**src/core/rcfg_pkg.sv**
```systemverilog
// Shared constants, encodings and carrier types for the radio config bank
package rcfg_pkg;
	localparam int ADDR_W = 6;
	localparam int DATA_W = 8;

	// Register offsets
	localparam logic [5:0] OFS_SPC_EXP = 6'h13;
	localparam logic [5:0] OFS_SPC_MAN = 6'h14;
	localparam logic [5:0] OFS_DEV = 6'h15;
	localparam logic [5:0] OFS_CFG_TWO = 6'h16;
	localparam logic [5:0] OFS_CFG_ONE = 6'h17;

	// Reset values
	localparam logic [7:0] RST_SPC_EXP = 8'h02;
	localparam logic [7:0] RST_SPC_MAN = 8'hf8;
	localparam logic [7:0] RST_DEV = 8'h47;
	localparam logic [7:0] RST_CFG_TWO = 8'h07;
	localparam logic [7:0] RST_CFG_ONE = 8'h30;

	// Writable bits; the rest read zero
	localparam logic [7:0] MSK_SPC_EXP = 8'h83;
	localparam logic [7:0] MSK_SPC_MAN = 8'hff;
	localparam logic [7:0] MSK_DEV = 8'h77;
	localparam logic [7:0] MSK_CFG_TWO = 8'h1f;
	localparam logic [7:0] MSK_CFG_ONE = 8'h3f;

	// Field positions
	localparam int SPC_E_LSB = 0;
	localparam int DEV_E_LSB = 4;
	localparam int DEV_M_LSB = 0;
	localparam int TERM_BIT = 4;
	localparam int RXOFF_LSB = 2;

	// Modulation and next-state codes
	localparam logic [2:0] MOD_OOK = 3'h3;
	localparam logic [1:0] RXOFF_IDLE = 2'h0;
	localparam logic [1:0] RXOFF_STAY = 2'h3;

	// Symbols allowed for carrier sense under on-off keying
	localparam logic [3:0] OOK_CS_SYMBOLS = 4'h8;

	// Sync qualifier encodings
	typedef enum logic [2:0] {
		SQ_NONE = 3'b000,
		SQ_15OF16 = 3'b001,
		SQ_16OF16 = 3'b010,
		SQ_30OF32 = 3'b011,
		SQ_CS_ONLY = 3'b100,
		SQ_15OF16_CS = 3'b101,
		SQ_16OF16_CS = 3'b110,
		SQ_30OF32_CS = 3'b111
	} rcfg_sync_mode_e;

	typedef enum logic [1:0] {
		RX_IDLE = 2'b00,
		RX_SEARCH = 2'b01,
		RX_PACKET = 2'b10
	} rcfg_rx_state_e;

	// One register write from the serial port
	typedef struct packed {
		logic en;
		logic [5:0] addr;
		logic [7:0] data;
	} rcfg_wr_s;

	// Radio-facing configuration
	typedef struct packed {
		logic [1:0] spacing_exponent;
		logic [7:0] spacing_mantissa;
		logic [2:0] dev_exponent;
		logic [2:0] dev_mantissa;
		logic dev_enable;
	} rcfg_radio_s;
endpackage

```
**src/core/rcfg_spi_slave.sv**
```systemverilog
// Serial register port: header byte then data bytes, mode 0
`timescale 1ns/1ps
`default_nettype none
module rcfg_spi_slave (
	input wire logic clk, // System clock
	input wire logic rstn, // Sync reset, active low
	input wire logic csn, // Chip select, active low
	input wire logic sclk, // Serial clock
	input wire logic mosi, // Serial data in
	output logic miso, // Serial data out
	output logic miso_oe, // Drive enable for miso
	output logic [5:0] rd_addr, // Address being read
	input wire logic [7:0] rdata, // Read data for rd_addr
	output rcfg_pkg::rcfg_wr_s wr // One-cycle write request
);
	typedef struct packed {
		logic sclk_q;
		logic [2:0] bit_cnt;
		logic [6:0] shift_in;
		logic [7:0] shift_out;
		logic hdr_done;
		logic rw;
		logic burst;
		logic [5:0] addr;
		logic load;
		logic miso;
		logic miso_oe;
		rcfg_pkg::rcfg_wr_s wr;
	} rcfg_spi_s;

	rcfg_spi_s r;
	rcfg_spi_s next_r;
	logic rise;
	logic fall;
	logic [7:0] byte_in;

	always_comb begin
		next_r = r;
		next_r.sclk_q = sclk;
		next_r.wr.en = 1'b0;
		next_r.load = 1'b0;
		rise = sclk & ~r.sclk_q;
		fall = ~sclk & r.sclk_q;
		byte_in = {r.shift_in, mosi};
		if (csn) begin
			next_r.bit_cnt = 3'h0;
			next_r.hdr_done = 1'b0;
			next_r.miso_oe = 1'b0;
			next_r.miso = 1'b0;
		end else begin
			next_r.miso_oe = 1'b1;
			if (rise) begin
				next_r.shift_in = byte_in[6:0];
				next_r.bit_cnt = r.bit_cnt + 3'h1;
				if (r.bit_cnt == 3'h7) begin
					if (!r.hdr_done) begin
						next_r.rw = byte_in[7];
						next_r.burst = byte_in[6];
						next_r.addr = byte_in[5:0];
						next_r.hdr_done = 1'b1;
						next_r.load = byte_in[7];
					end else begin
						next_r.wr.en = ~r.rw;
						next_r.wr.addr = r.addr;
						next_r.wr.data = byte_in;
						// Without burst the next byte is a fresh header
						next_r.hdr_done = r.burst;
						next_r.addr = r.addr + 6'h1;
						next_r.load = r.rw & r.burst;
					end
				end
			end
			// Byte boundary falls skip the shift so the loaded MSB stays
			if (fall && r.bit_cnt != 3'h0) begin
				next_r.shift_out = {r.shift_out[6:0], 1'b0};
				next_r.miso = r.shift_out[6];
			end
			if (r.load) begin
				next_r.shift_out = rdata;
				next_r.miso = rdata[7];
			end
		end
	end

	always_ff @(posedge clk) begin
		if (!rstn) begin
			r <= '0;
		end else begin
			r <= next_r;
		end
	end

	assign miso = r.miso;
	assign miso_oe = r.miso_oe;
	assign rd_addr = r.addr;
	assign wr = r.wr;
endmodule
`default_nettype wire

```
**src/core/rcfg_sync_corr.sv**
```systemverilog
// Sync word correlator: counts agreeing bits against the pattern
`timescale 1ns/1ps
`default_nettype none
module rcfg_sync_corr #(
	parameter int W = 32
) (
	input wire logic [W-1:0] rx_bits, // Most recent bits, newest in bit 0
	input wire logic [W-1:0] pattern, // Programmed sync pattern
	output logic hit_15of16, // At least 15 of low 16 agree
	output logic hit_16of16, // All of low 16 agree
	output logic hit_30of32 // At least 30 of 32 agree
);
	logic [W-1:0] agree;
	logic [5:0] cnt_lo;
	logic [5:0] cnt_all;

	genvar g;
	generate
		for (g = 0; g < W; g++) begin : g_bit
			assign agree[g] = ~(rx_bits[g] ^ pattern[g]);
		end
	endgenerate

	always_comb begin
		cnt_lo = 6'h0;
		cnt_all = 6'h0;
		for (int i = 0; i < W; i++) begin
			cnt_all = cnt_all + {5'h0, agree[i]};
			if (i < 16) begin
				cnt_lo = cnt_lo + {5'h0, agree[i]};
			end
		end
	end

	assign hit_15of16 = cnt_lo >= 6'h0f;
	assign hit_16of16 = cnt_lo == 6'h10;
	assign hit_30of32 = cnt_all >= 6'h1e;
endmodule
`default_nettype wire

```
**src/core/rcfg_top.sv**
```systemverilog
// Modem and radio-control configuration bank with receive qualifier
`timescale 1ns/1ps
`default_nettype none
module rcfg_top #(
	parameter int SYNC_W = 32,
	parameter int CHANNEL_NUMBER_W = 8,
	parameter int BASE_W = 24
) (
	input wire logic clk, // 20 MHz system clock
	input wire logic rstn, // Sync reset, active low
	input wire logic csn, // Serial chip select, active low
	input wire logic sclk, // Serial clock
	input wire logic mosi, // Serial data in
	output logic miso, // Serial data out
	output logic miso_oe, // Drive enable for miso
	input wire logic [2:0] sync_mode, // Sync qualifier mode
	input wire logic [2:0] mod_format, // Modulation format
	input wire logic [SYNC_W-1:0] sync_word, // Programmed sync pattern
	input wire logic [CHANNEL_NUMBER_W-1:0] channel_number, // Channel index
	input wire logic [BASE_W-1:0] base_freq, // Base frequency word
	input wire logic rx_start, // Pulse: enter receive
	input wire logic demod_valid, // Pulse: one demodulated symbol
	input wire logic demod_bit, // Demodulated bit
	input wire logic carrier_sense, // Carrier sense above threshold
	input wire logic packet_done, // Pulse: packet reception complete
	output rcfg_pkg::rcfg_radio_s radio_cfg, // Modem settings
	output logic [BASE_W+1:0] synth_word, // Synthesizer frequency word
	output logic [1:0] rx_state, // Receive state
	output logic rx_on, // Receiver active
	output logic sync_found, // Pulse: reception qualified
	output logic rx_terminated, // Pulse: carrier-based end of RX
	output logic [1:0] post_receive_next_state // Configured next state
);
	localparam int OFS_W = 12 + CHANNEL_NUMBER_W;

	typedef struct packed {
		logic [7:0] channel_spacing_exponent;
		logic [7:0] channel_spacing_mantissa;
		logic [7:0] frequency_deviation;
		logic [7:0] radio_control_cfg_two;
		logic [7:0] radio_control_cfg_one;
		rcfg_pkg::rcfg_rx_state_e state;
		logic [3:0] sym_cnt;
		logic [SYNC_W-1:0] sync_sr;
		rcfg_pkg::rcfg_radio_s radio;
		logic [BASE_W+1:0] synth;
		logic sync_found;
		logic rx_terminated;
		logic rx_on;
	} rcfg_top_s;

	rcfg_top_s r;
	rcfg_top_s next_r;

	logic [5:0] rd_addr;
	logic [7:0] rdata;
	rcfg_pkg::rcfg_wr_s wr;
	logic hit_15of16;
	logic hit_16of16;
	logic hit_30of32;
	logic [SYNC_W-1:0] sr_next;
	logic sync_ok;
	logic qualified;
	logic is_ook;
	logic term_en;
	logic [1:0] spc_e;
	logic [11:0] spacing;
	logic [OFS_W-1:0] channel_number_ofs;

	rcfg_spi_slave u_spi (
		.clk(clk),
		.rstn(rstn),
		.csn(csn),
		.sclk(sclk),
		.mosi(mosi),
		.miso(miso),
		.miso_oe(miso_oe),
		.rd_addr(rd_addr),
		.rdata(rdata),
		.wr(wr)
	);

	// Looks at the shift register including the bit arriving now
	rcfg_sync_corr #(
		.W(SYNC_W)
	) u_corr (
		.rx_bits(sr_next),
		.pattern(sync_word),
		.hit_15of16(hit_15of16),
		.hit_16of16(hit_16of16),
		.hit_30of32(hit_30of32)
	);

	// Read mux; unmapped offsets read zero
	always_comb begin
		unique case (rd_addr)
			rcfg_pkg::OFS_SPC_EXP: rdata = r.channel_spacing_exponent;
			rcfg_pkg::OFS_SPC_MAN: rdata = r.channel_spacing_mantissa;
			rcfg_pkg::OFS_DEV: rdata = r.frequency_deviation;
			rcfg_pkg::OFS_CFG_TWO: rdata = r.radio_control_cfg_two;
			rcfg_pkg::OFS_CFG_ONE: rdata = r.radio_control_cfg_one;
			default: rdata = 8'h00;
		endcase
	end

	always_comb begin
		sr_next = {r.sync_sr[SYNC_W-2:0], demod_bit};
		is_ook = mod_format == rcfg_pkg::MOD_OOK;
		term_en = r.radio_control_cfg_two[rcfg_pkg::TERM_BIT];
		// Sync match per mode; codes 0 and 4 never look at the pattern
		unique case (sync_mode[1:0])
			2'b01: sync_ok = demod_valid & hit_15of16;
			2'b10: sync_ok = demod_valid & hit_16of16;
			2'b11: sync_ok = demod_valid & hit_30of32;
			default: sync_ok = 1'b1;
		endcase
		// Upper mode bit adds the carrier-sense condition
		qualified = sync_ok & (~sync_mode[2] | carrier_sense);
	end

	// Frequency word in units of the crystal over 2^18
	always_comb begin
		spc_e = r.channel_spacing_exponent[rcfg_pkg::SPC_E_LSB +: 2];
		spacing = 12'({1'b1, r.channel_spacing_mantissa}) << spc_e;
		channel_number_ofs = OFS_W'(spacing * channel_number);
	end

	always_comb begin
		next_r = r;
		next_r.sync_found = 1'b0;
		next_r.rx_terminated = 1'b0;

		if (wr.en) begin
			unique case (wr.addr)
				rcfg_pkg::OFS_SPC_EXP: begin
					next_r.channel_spacing_exponent = wr.data & rcfg_pkg::MSK_SPC_EXP;
				end
				rcfg_pkg::OFS_SPC_MAN: begin
					next_r.channel_spacing_mantissa = wr.data & rcfg_pkg::MSK_SPC_MAN;
				end
				rcfg_pkg::OFS_DEV: begin
					next_r.frequency_deviation = wr.data & rcfg_pkg::MSK_DEV;
				end
				rcfg_pkg::OFS_CFG_TWO: begin
					next_r.radio_control_cfg_two = wr.data & rcfg_pkg::MSK_CFG_TWO;
				end
				rcfg_pkg::OFS_CFG_ONE: begin
					next_r.radio_control_cfg_one = wr.data & rcfg_pkg::MSK_CFG_ONE;
				end
				default: begin
				end
			endcase
		end

		next_r.radio.spacing_exponent = spc_e;
		next_r.radio.spacing_mantissa = r.channel_spacing_mantissa;
		// Deviation is masked off under on-off keying
		next_r.radio.dev_enable = ~is_ook;
		next_r.radio.dev_exponent = is_ook ? 3'h0 :
			r.frequency_deviation[rcfg_pkg::DEV_E_LSB +: 3];
		next_r.radio.dev_mantissa = is_ook ? 3'h0 :
			r.frequency_deviation[rcfg_pkg::DEV_M_LSB +: 3];
		next_r.synth = (BASE_W+2)'({base_freq, 2'b00}) + (BASE_W+2)'(channel_number_ofs);

		unique case (r.state)
			rcfg_pkg::RX_IDLE: begin
				if (rx_start) begin
					next_r.state = rcfg_pkg::RX_SEARCH;
					next_r.sym_cnt = 4'h0;
					next_r.sync_sr = '0;
				end
			end
			rcfg_pkg::RX_SEARCH: begin
				if (demod_valid) begin
					next_r.sync_sr = sr_next;
					if (r.sym_cnt != rcfg_pkg::OOK_CS_SYMBOLS) begin
						next_r.sym_cnt = r.sym_cnt + 4'h1;
					end
				end
				if (term_en && is_ook && !carrier_sense && demod_valid &&
					r.sym_cnt == rcfg_pkg::OOK_CS_SYMBOLS - 4'h1) begin
					// No carrier when the eighth symbol arrives: give up
					next_r.state = rcfg_pkg::RX_IDLE;
					next_r.rx_terminated = 1'b1;
				end else if (term_en && !is_ook && !carrier_sense) begin
					next_r.state = rcfg_pkg::RX_IDLE;
					next_r.rx_terminated = 1'b1;
				end else if (qualified) begin
					next_r.state = rcfg_pkg::RX_PACKET;
					next_r.sync_found = 1'b1;
				end
			end
			rcfg_pkg::RX_PACKET: begin
				if (packet_done) begin
					// Reserved codes fall back to idle
					if (r.radio_control_cfg_one[rcfg_pkg::RXOFF_LSB +: 2] ==
						rcfg_pkg::RXOFF_STAY) begin
						next_r.state = rcfg_pkg::RX_SEARCH;
						next_r.sym_cnt = 4'h0;
						next_r.sync_sr = '0;
					end else begin
						next_r.state = rcfg_pkg::RX_IDLE;
					end
				end
			end
			default: begin
				next_r.state = rcfg_pkg::RX_IDLE;
			end
		endcase
		// Registered so the pin does not glitch on state decode
		next_r.rx_on = next_r.state != rcfg_pkg::RX_IDLE;
	end

	always_ff @(posedge clk) begin
		if (!rstn) begin
			r <= '0;
			r.channel_spacing_exponent <= rcfg_pkg::RST_SPC_EXP;
			r.channel_spacing_mantissa <= rcfg_pkg::RST_SPC_MAN;
			r.frequency_deviation <= rcfg_pkg::RST_DEV;
			r.radio_control_cfg_two <= rcfg_pkg::RST_CFG_TWO;
			r.radio_control_cfg_one <= rcfg_pkg::RST_CFG_ONE;
			r.state <= rcfg_pkg::RX_IDLE;
		end else begin
			r <= next_r;
		end
	end

	assign radio_cfg = r.radio;
	assign synth_word = r.synth;
	assign rx_state = r.state;
	assign rx_on = r.rx_on;
	assign sync_found = r.sync_found;
	assign rx_terminated = r.rx_terminated;
	assign post_receive_next_state = r.radio_control_cfg_one[rcfg_pkg::RXOFF_LSB +: 2];
endmodule
`default_nettype wire

```
**config.mk**
```make
export PLATFORM = sky130hd
export DESIGN_NAME = rcfg_top
export DESIGN_NICKNAME = d
export VERILOG_FILES = /design/src/core/rcfg_pkg.sv /design/src/core/rcfg_spi_slave.sv /design/src/core/rcfg_sync_corr.sv /design/src/core/rcfg_top.sv
export SDC_FILE = /design/constraint.sdc
export NUM_CORES = 1
export LEC_CHECK = 0
export BUFFER_PORTS_ARGS = -buffer_cell sky130_fd_sc_hd__clkbuf_2
export CAP_MARGIN = 20
export CORE_ASPECT_RATIO = 1.2
export CORE_MARGIN = 8
export CORE_UTILIZATION = 50
export CTS_CLUSTER_SIZE = 25
export DETAILED_ROUTE_END_ITERATION = 8
export PLACE_DENSITY_LB_ADDON = 0.1
export SLEW_MARGIN = 5
export SYNTH_ARGS = -nofsm -noshare
export SYNTH_HDL_FRONTEND = slang
export SYNTH_SLANG_ARGS = --single-unit
export TNS_END_PERCENT = 100
```
**constraint.sdc**
```tcl
create_clock -name clk -period 16.81 [get_ports clk]
set_clock_uncertainty 0.15 [all_clocks]
set_input_delay 4.2025 -clock clk [delete_from_list [all_inputs] [get_ports clk]]
set_output_delay 4.2025 -clock clk [all_outputs]
set_load 0.02 [all_outputs]
```
==> run summary <==
The worst endpoint data arrival time is 11.96 ns. The reported max-cap violation count is 0. In this run the critical register-to-register path is launched from r[46]. The number of input and output port buffers inserted came out at 131. The via count of the first global-routing pass came to 8,831.

The shortest clock period the worst path allows after layout came out at 11.80 ns. Global routing used 19.55% of the available tracks across all layers. The final max-slew violation count came out at 0. The H-tree generated during clock tree synthesis spans 4 levels.

Sequential cells were found to cover 28.07% of the synthesized design area. Setup repair after global routing left no endpoint under its margin. The final net count came out at 1,570. By instance count, the cell type seen most on the critical path is sky130_fd_sc_hd__fa_1. The core region is 22,150 um^2. The final setup TNS came out at 0 ns. STA classifies the critical path startpoint as an input port. The number of filler cells placed in the layout is 2,112.

The worst setup path is of the in2reg kind. The worst path required time came out at 16.97 ns. The final worst-path cycle share came out at 70.23%. The flow ran to the end, and the final reports show no timing, DRC or antenna violations. The wire length of the first global-routing pass is 44,100 um. The weighted congestion at the end of routability-driven global placement is 0.8417. Summed over all layers, the global routing overflow is 0. For the worst flop-to-flop path, the logic depth is 25. The worst-path cell with the longest stage delay is sky130_fd_sc_hd__fa_1. The total I/O pin count came out at 132. In the post-synthesis netlist, the biggest area contributors are sky130_fd_sc_hd__dfxtp_1 (28%), sky130_fd_sc_hd__fa_1 (18%), sky130_fd_sc_hd__ha_1 (7.6%), sky130_fd_sc_hd__nand2_1 (5.4%), sky130_fd_sc_hd__inv_1 (4.7%). The kind of cell with the highest combined delay on the critical path is adder cells. The buffer count from post-CTS setup fixing came out at 0. For the pin with the worst max-slew slack, the measured transition is 1.009 ns. The maximum achievable frequency is 84.71 MHz. STA classifies the critical path endpoint as a flip-flop. The die is 179.4 um tall. The starting density of the core is 50.24%. The non-filler instance count after layout is 1,615. The initial antenna violation count came out at 0. The count of flip-flops with a built-in enable after synthesis is 0. Leaving out fill and tap cells, the most frequent cells in the layout are sky130_fd_sc_hd__nand2_1 (159), sky130_fd_sc_hd__dfxtp_1 (156), sky130_fd_sc_hd__inv_1 (138), sky130_fd_sc_hd__clkbuf_2 (131), sky130_fd_sc_hd__fa_1 (99).

Summing every instance area after synthesis gives 11,130 um^2. The number of placed cells counting well taps came out at 1,583. The worst hold path belongs to the class reg2reg. Of all cell types, the one taking the most synthesized area is sky130_fd_sc_hd__dfxtp_1. The utilization after layout came out at 55.07%.

Relative to the synthesized area, the layout overhead comes to 9.614%. The remaining antenna violation count is 0. The fraction of registers with async set/reset is 0%. The number of hold buffers added after CTS was 0. The fraction of post-synthesis cell area in the top cell type by area came out at 28.07%. The number of gates resized after CTS is 0. The share of final-layout standard cells stronger than drive strength 1 is 13.47%. The floorplan has 60 rows. The count of yosys warnings during synthesis came out at 0.

The count of final hold-check violations was 0. The count of mapped cells out of synthesis is 1,272. The number of buffers and inverters on the critical path is 6. The design draws 1.589 mW. The clock-pin slew on the worst setup and hold paths is 0.07 ns. The power density normalized to cell area is 130.3 nW/um^2. Entering global routing, the biggest net connects 97 pins.

The final-report setup violation count came out at 0. The horizontal die dimension is 152.2 um. Leaving out fill and tap cells, the most frequent cell in the layout is sky130_fd_sc_hd__nand2_1. The detailed router finished its first iteration with 366 violations.

The maximum resistive drop on vdd is 0.1312 mV. The count of different cell masters after synthesis came out at 61. TritonCTS created 17 clock buffers. The HPWL after detailed placement came out at 20,190 um. The biggest cell delay along the critical path came out at 0.60 ns. Clock tree synthesis selected as its root buffer the cell sky130_fd_sc_hd__clkbuf_16. The source-to-sink clock delay at the later pin of the worst-skew pair came out at 0.42 ns. The start point of the worst hold path is u_spi.wr[12]. The worst hold path cell count is 2. Using the TritonRoute via totals, the vias-per-cell ratio works out to 5.274.

Along the worst path, the maximum fanout reaches 4. The most used flip-flop cell after synthesis is sky130_fd_sc_hd__dfxtp_1. For this design the static power due to leakage is 5.653 nW. The TritonCTS clock tree is done. The critical path starts at demod_bit. The total DRC errors in the routed layout came out at 0. The minimum setup slack among reg-to-reg paths is 8.55 ns. The number of nets in the synthesized netlist is 1,519. Headroom to the max-slew limit came out at 32.71%.

The worst reg2reg path endpoint is rx_state[1]. The worst hold endpoint is u_spi.wr[12]. The maximum clock insertion buffer count is 2. Synthesis inferred 156 register bits. The post-detailed-route wirelength per cell came out at 16.13 um. The overall die area is 27,300 um^2. The total wirelength of the detailed-routed design is 26,050 um. The total number of clock tree sinks is 156. The via total after detailed routing is 8,518. The number of search-and-repair iterations in the first detailed-routing pass came out at 5. The mean post-synth cell area came out at 8.748 um^2. 0 antenna diodes ended up in the layout.
-- flip-flops by register name, indices dropped and copies added (netlist names) --
name,cells
synth_word,26
next_r,10
rx_on,1
u_spi.rd_addr,6
u_spi.miso,1
rx_terminated,1
radio_cfg,17
sync_found,1
u_spi.r,15
u_spi.wr,15
u_spi.miso_oe,1
u_spi.byte_in,7
post_receive_next_state,2
r,51
rx_state,2
-- worst max-delay path by stage --
stage | to | slack (ns) | cells after the start
2_1_floorplan | rx_state[1] | 5.04 | 25
3_3_place_gp | rx_state[1] | 4.68 | 26
3_5_place_dp | rx_state[1] | 4.51 | 26
4_1_cts | rx_state[1] | 4.96 | 26
5_1_grt | rx_state[1] | 4.77 | 26
6_report | rx_state[1] | 5.01 | 26
-- where the power goes --
group,switching [mW],leakage [nW],total (mW),internal [mW]
registers,0.00788,1.27,0.399,0.391
logic,0.459,4.10,0.811,0.353
clock network,0.179,0.284,0.379,0.200
total,0.646,5.65,1.59,0.943
-- through the flow --
step / worst slack [ns] / hold WS, ns / cell area, um^2
floorplan: 5.043 / 0.2695 / 11130
global placement: 4.678 / 0.2894 / 11600
detailed placement: 4.505 / 0.2994 / 11600
CTS: 4.960 / 0.3099 / 12200
global route: 4.767 / 0.3275 / 12200
finish: 5.005 / 0.3059 / 12200
-- cell usage after synthesis, drive strengths merged, types with 3 or more instances --
cell type,instances
a211oi,8
a21o,8
a21oi,91
a221oi,6
a22oi,3
a31oi,6
a32oi,7
and2,65
and3,11
and4,3
buf,57
clkbuf,47
dfxtp,156
fa,99
ha,68
inv,140
mux2i,42
nand2,159
nand2b,8
nand3,52
nand4,3
nand4b,3
nor2,69
nor2b,18
nor3,16
nor3b,3
o211ai,7
o21a,8
o21ai,21
o22ai,5
o31ai,3
or3,6
xnor2,25
xor2,23
-- routing by layer --
layer  wire length, um  global-route usage [%]  up-vias
met5                 0                       0        -
met4               320                   5.006        0
met3              1035                   4.007       21
li1                  -                       -     4208
met2             13620                   36.11      151
met1             11070                   22.53     4138
-- cells by family (layout without fill, tap and decap cells) --
family | Yosys count | in the layout | synth area share, %
DFF | 156 | 156 | 28.07
and+or+nand+nor | 427 | 427 | 18.46
xor gates and xnor gates | 48 | 48 | 3.778
buffers and inverters | 244 | 308 | 9.907
muxes | 42 | 42 | 3.778
AOI/OAI and AO/OA | 188 | 188 | 10.55
adders and majority gates | 167 | 167 | 25.46
-- tightest hold or removal path, stage by stage, from the launching register on --
cell,delay (ns)
sky130_fd_sc_hd__dfxtp_1,0.31
sky130_fd_sc_hd__nand2_1,0.05
sky130_fd_sc_hd__a21oi_1,0.05
-- area by class of cell --
class / instances / area, um^2 / share of cell area, %
clock buffers: 17 / 425.4 / 3.488
clock inverters: 15 / 171.4 / 1.405
inverters: 140 / 526.8 / 4.319
multi-input cells: 872 / 6908 / 56.64
flip-flops and latches: 156 / 3123 / 25.61
well taps: 279 / 349.1 / 2.862
repair buffers: 136 / 693.2 / 5.683
(Power assumes the default switching activity.)
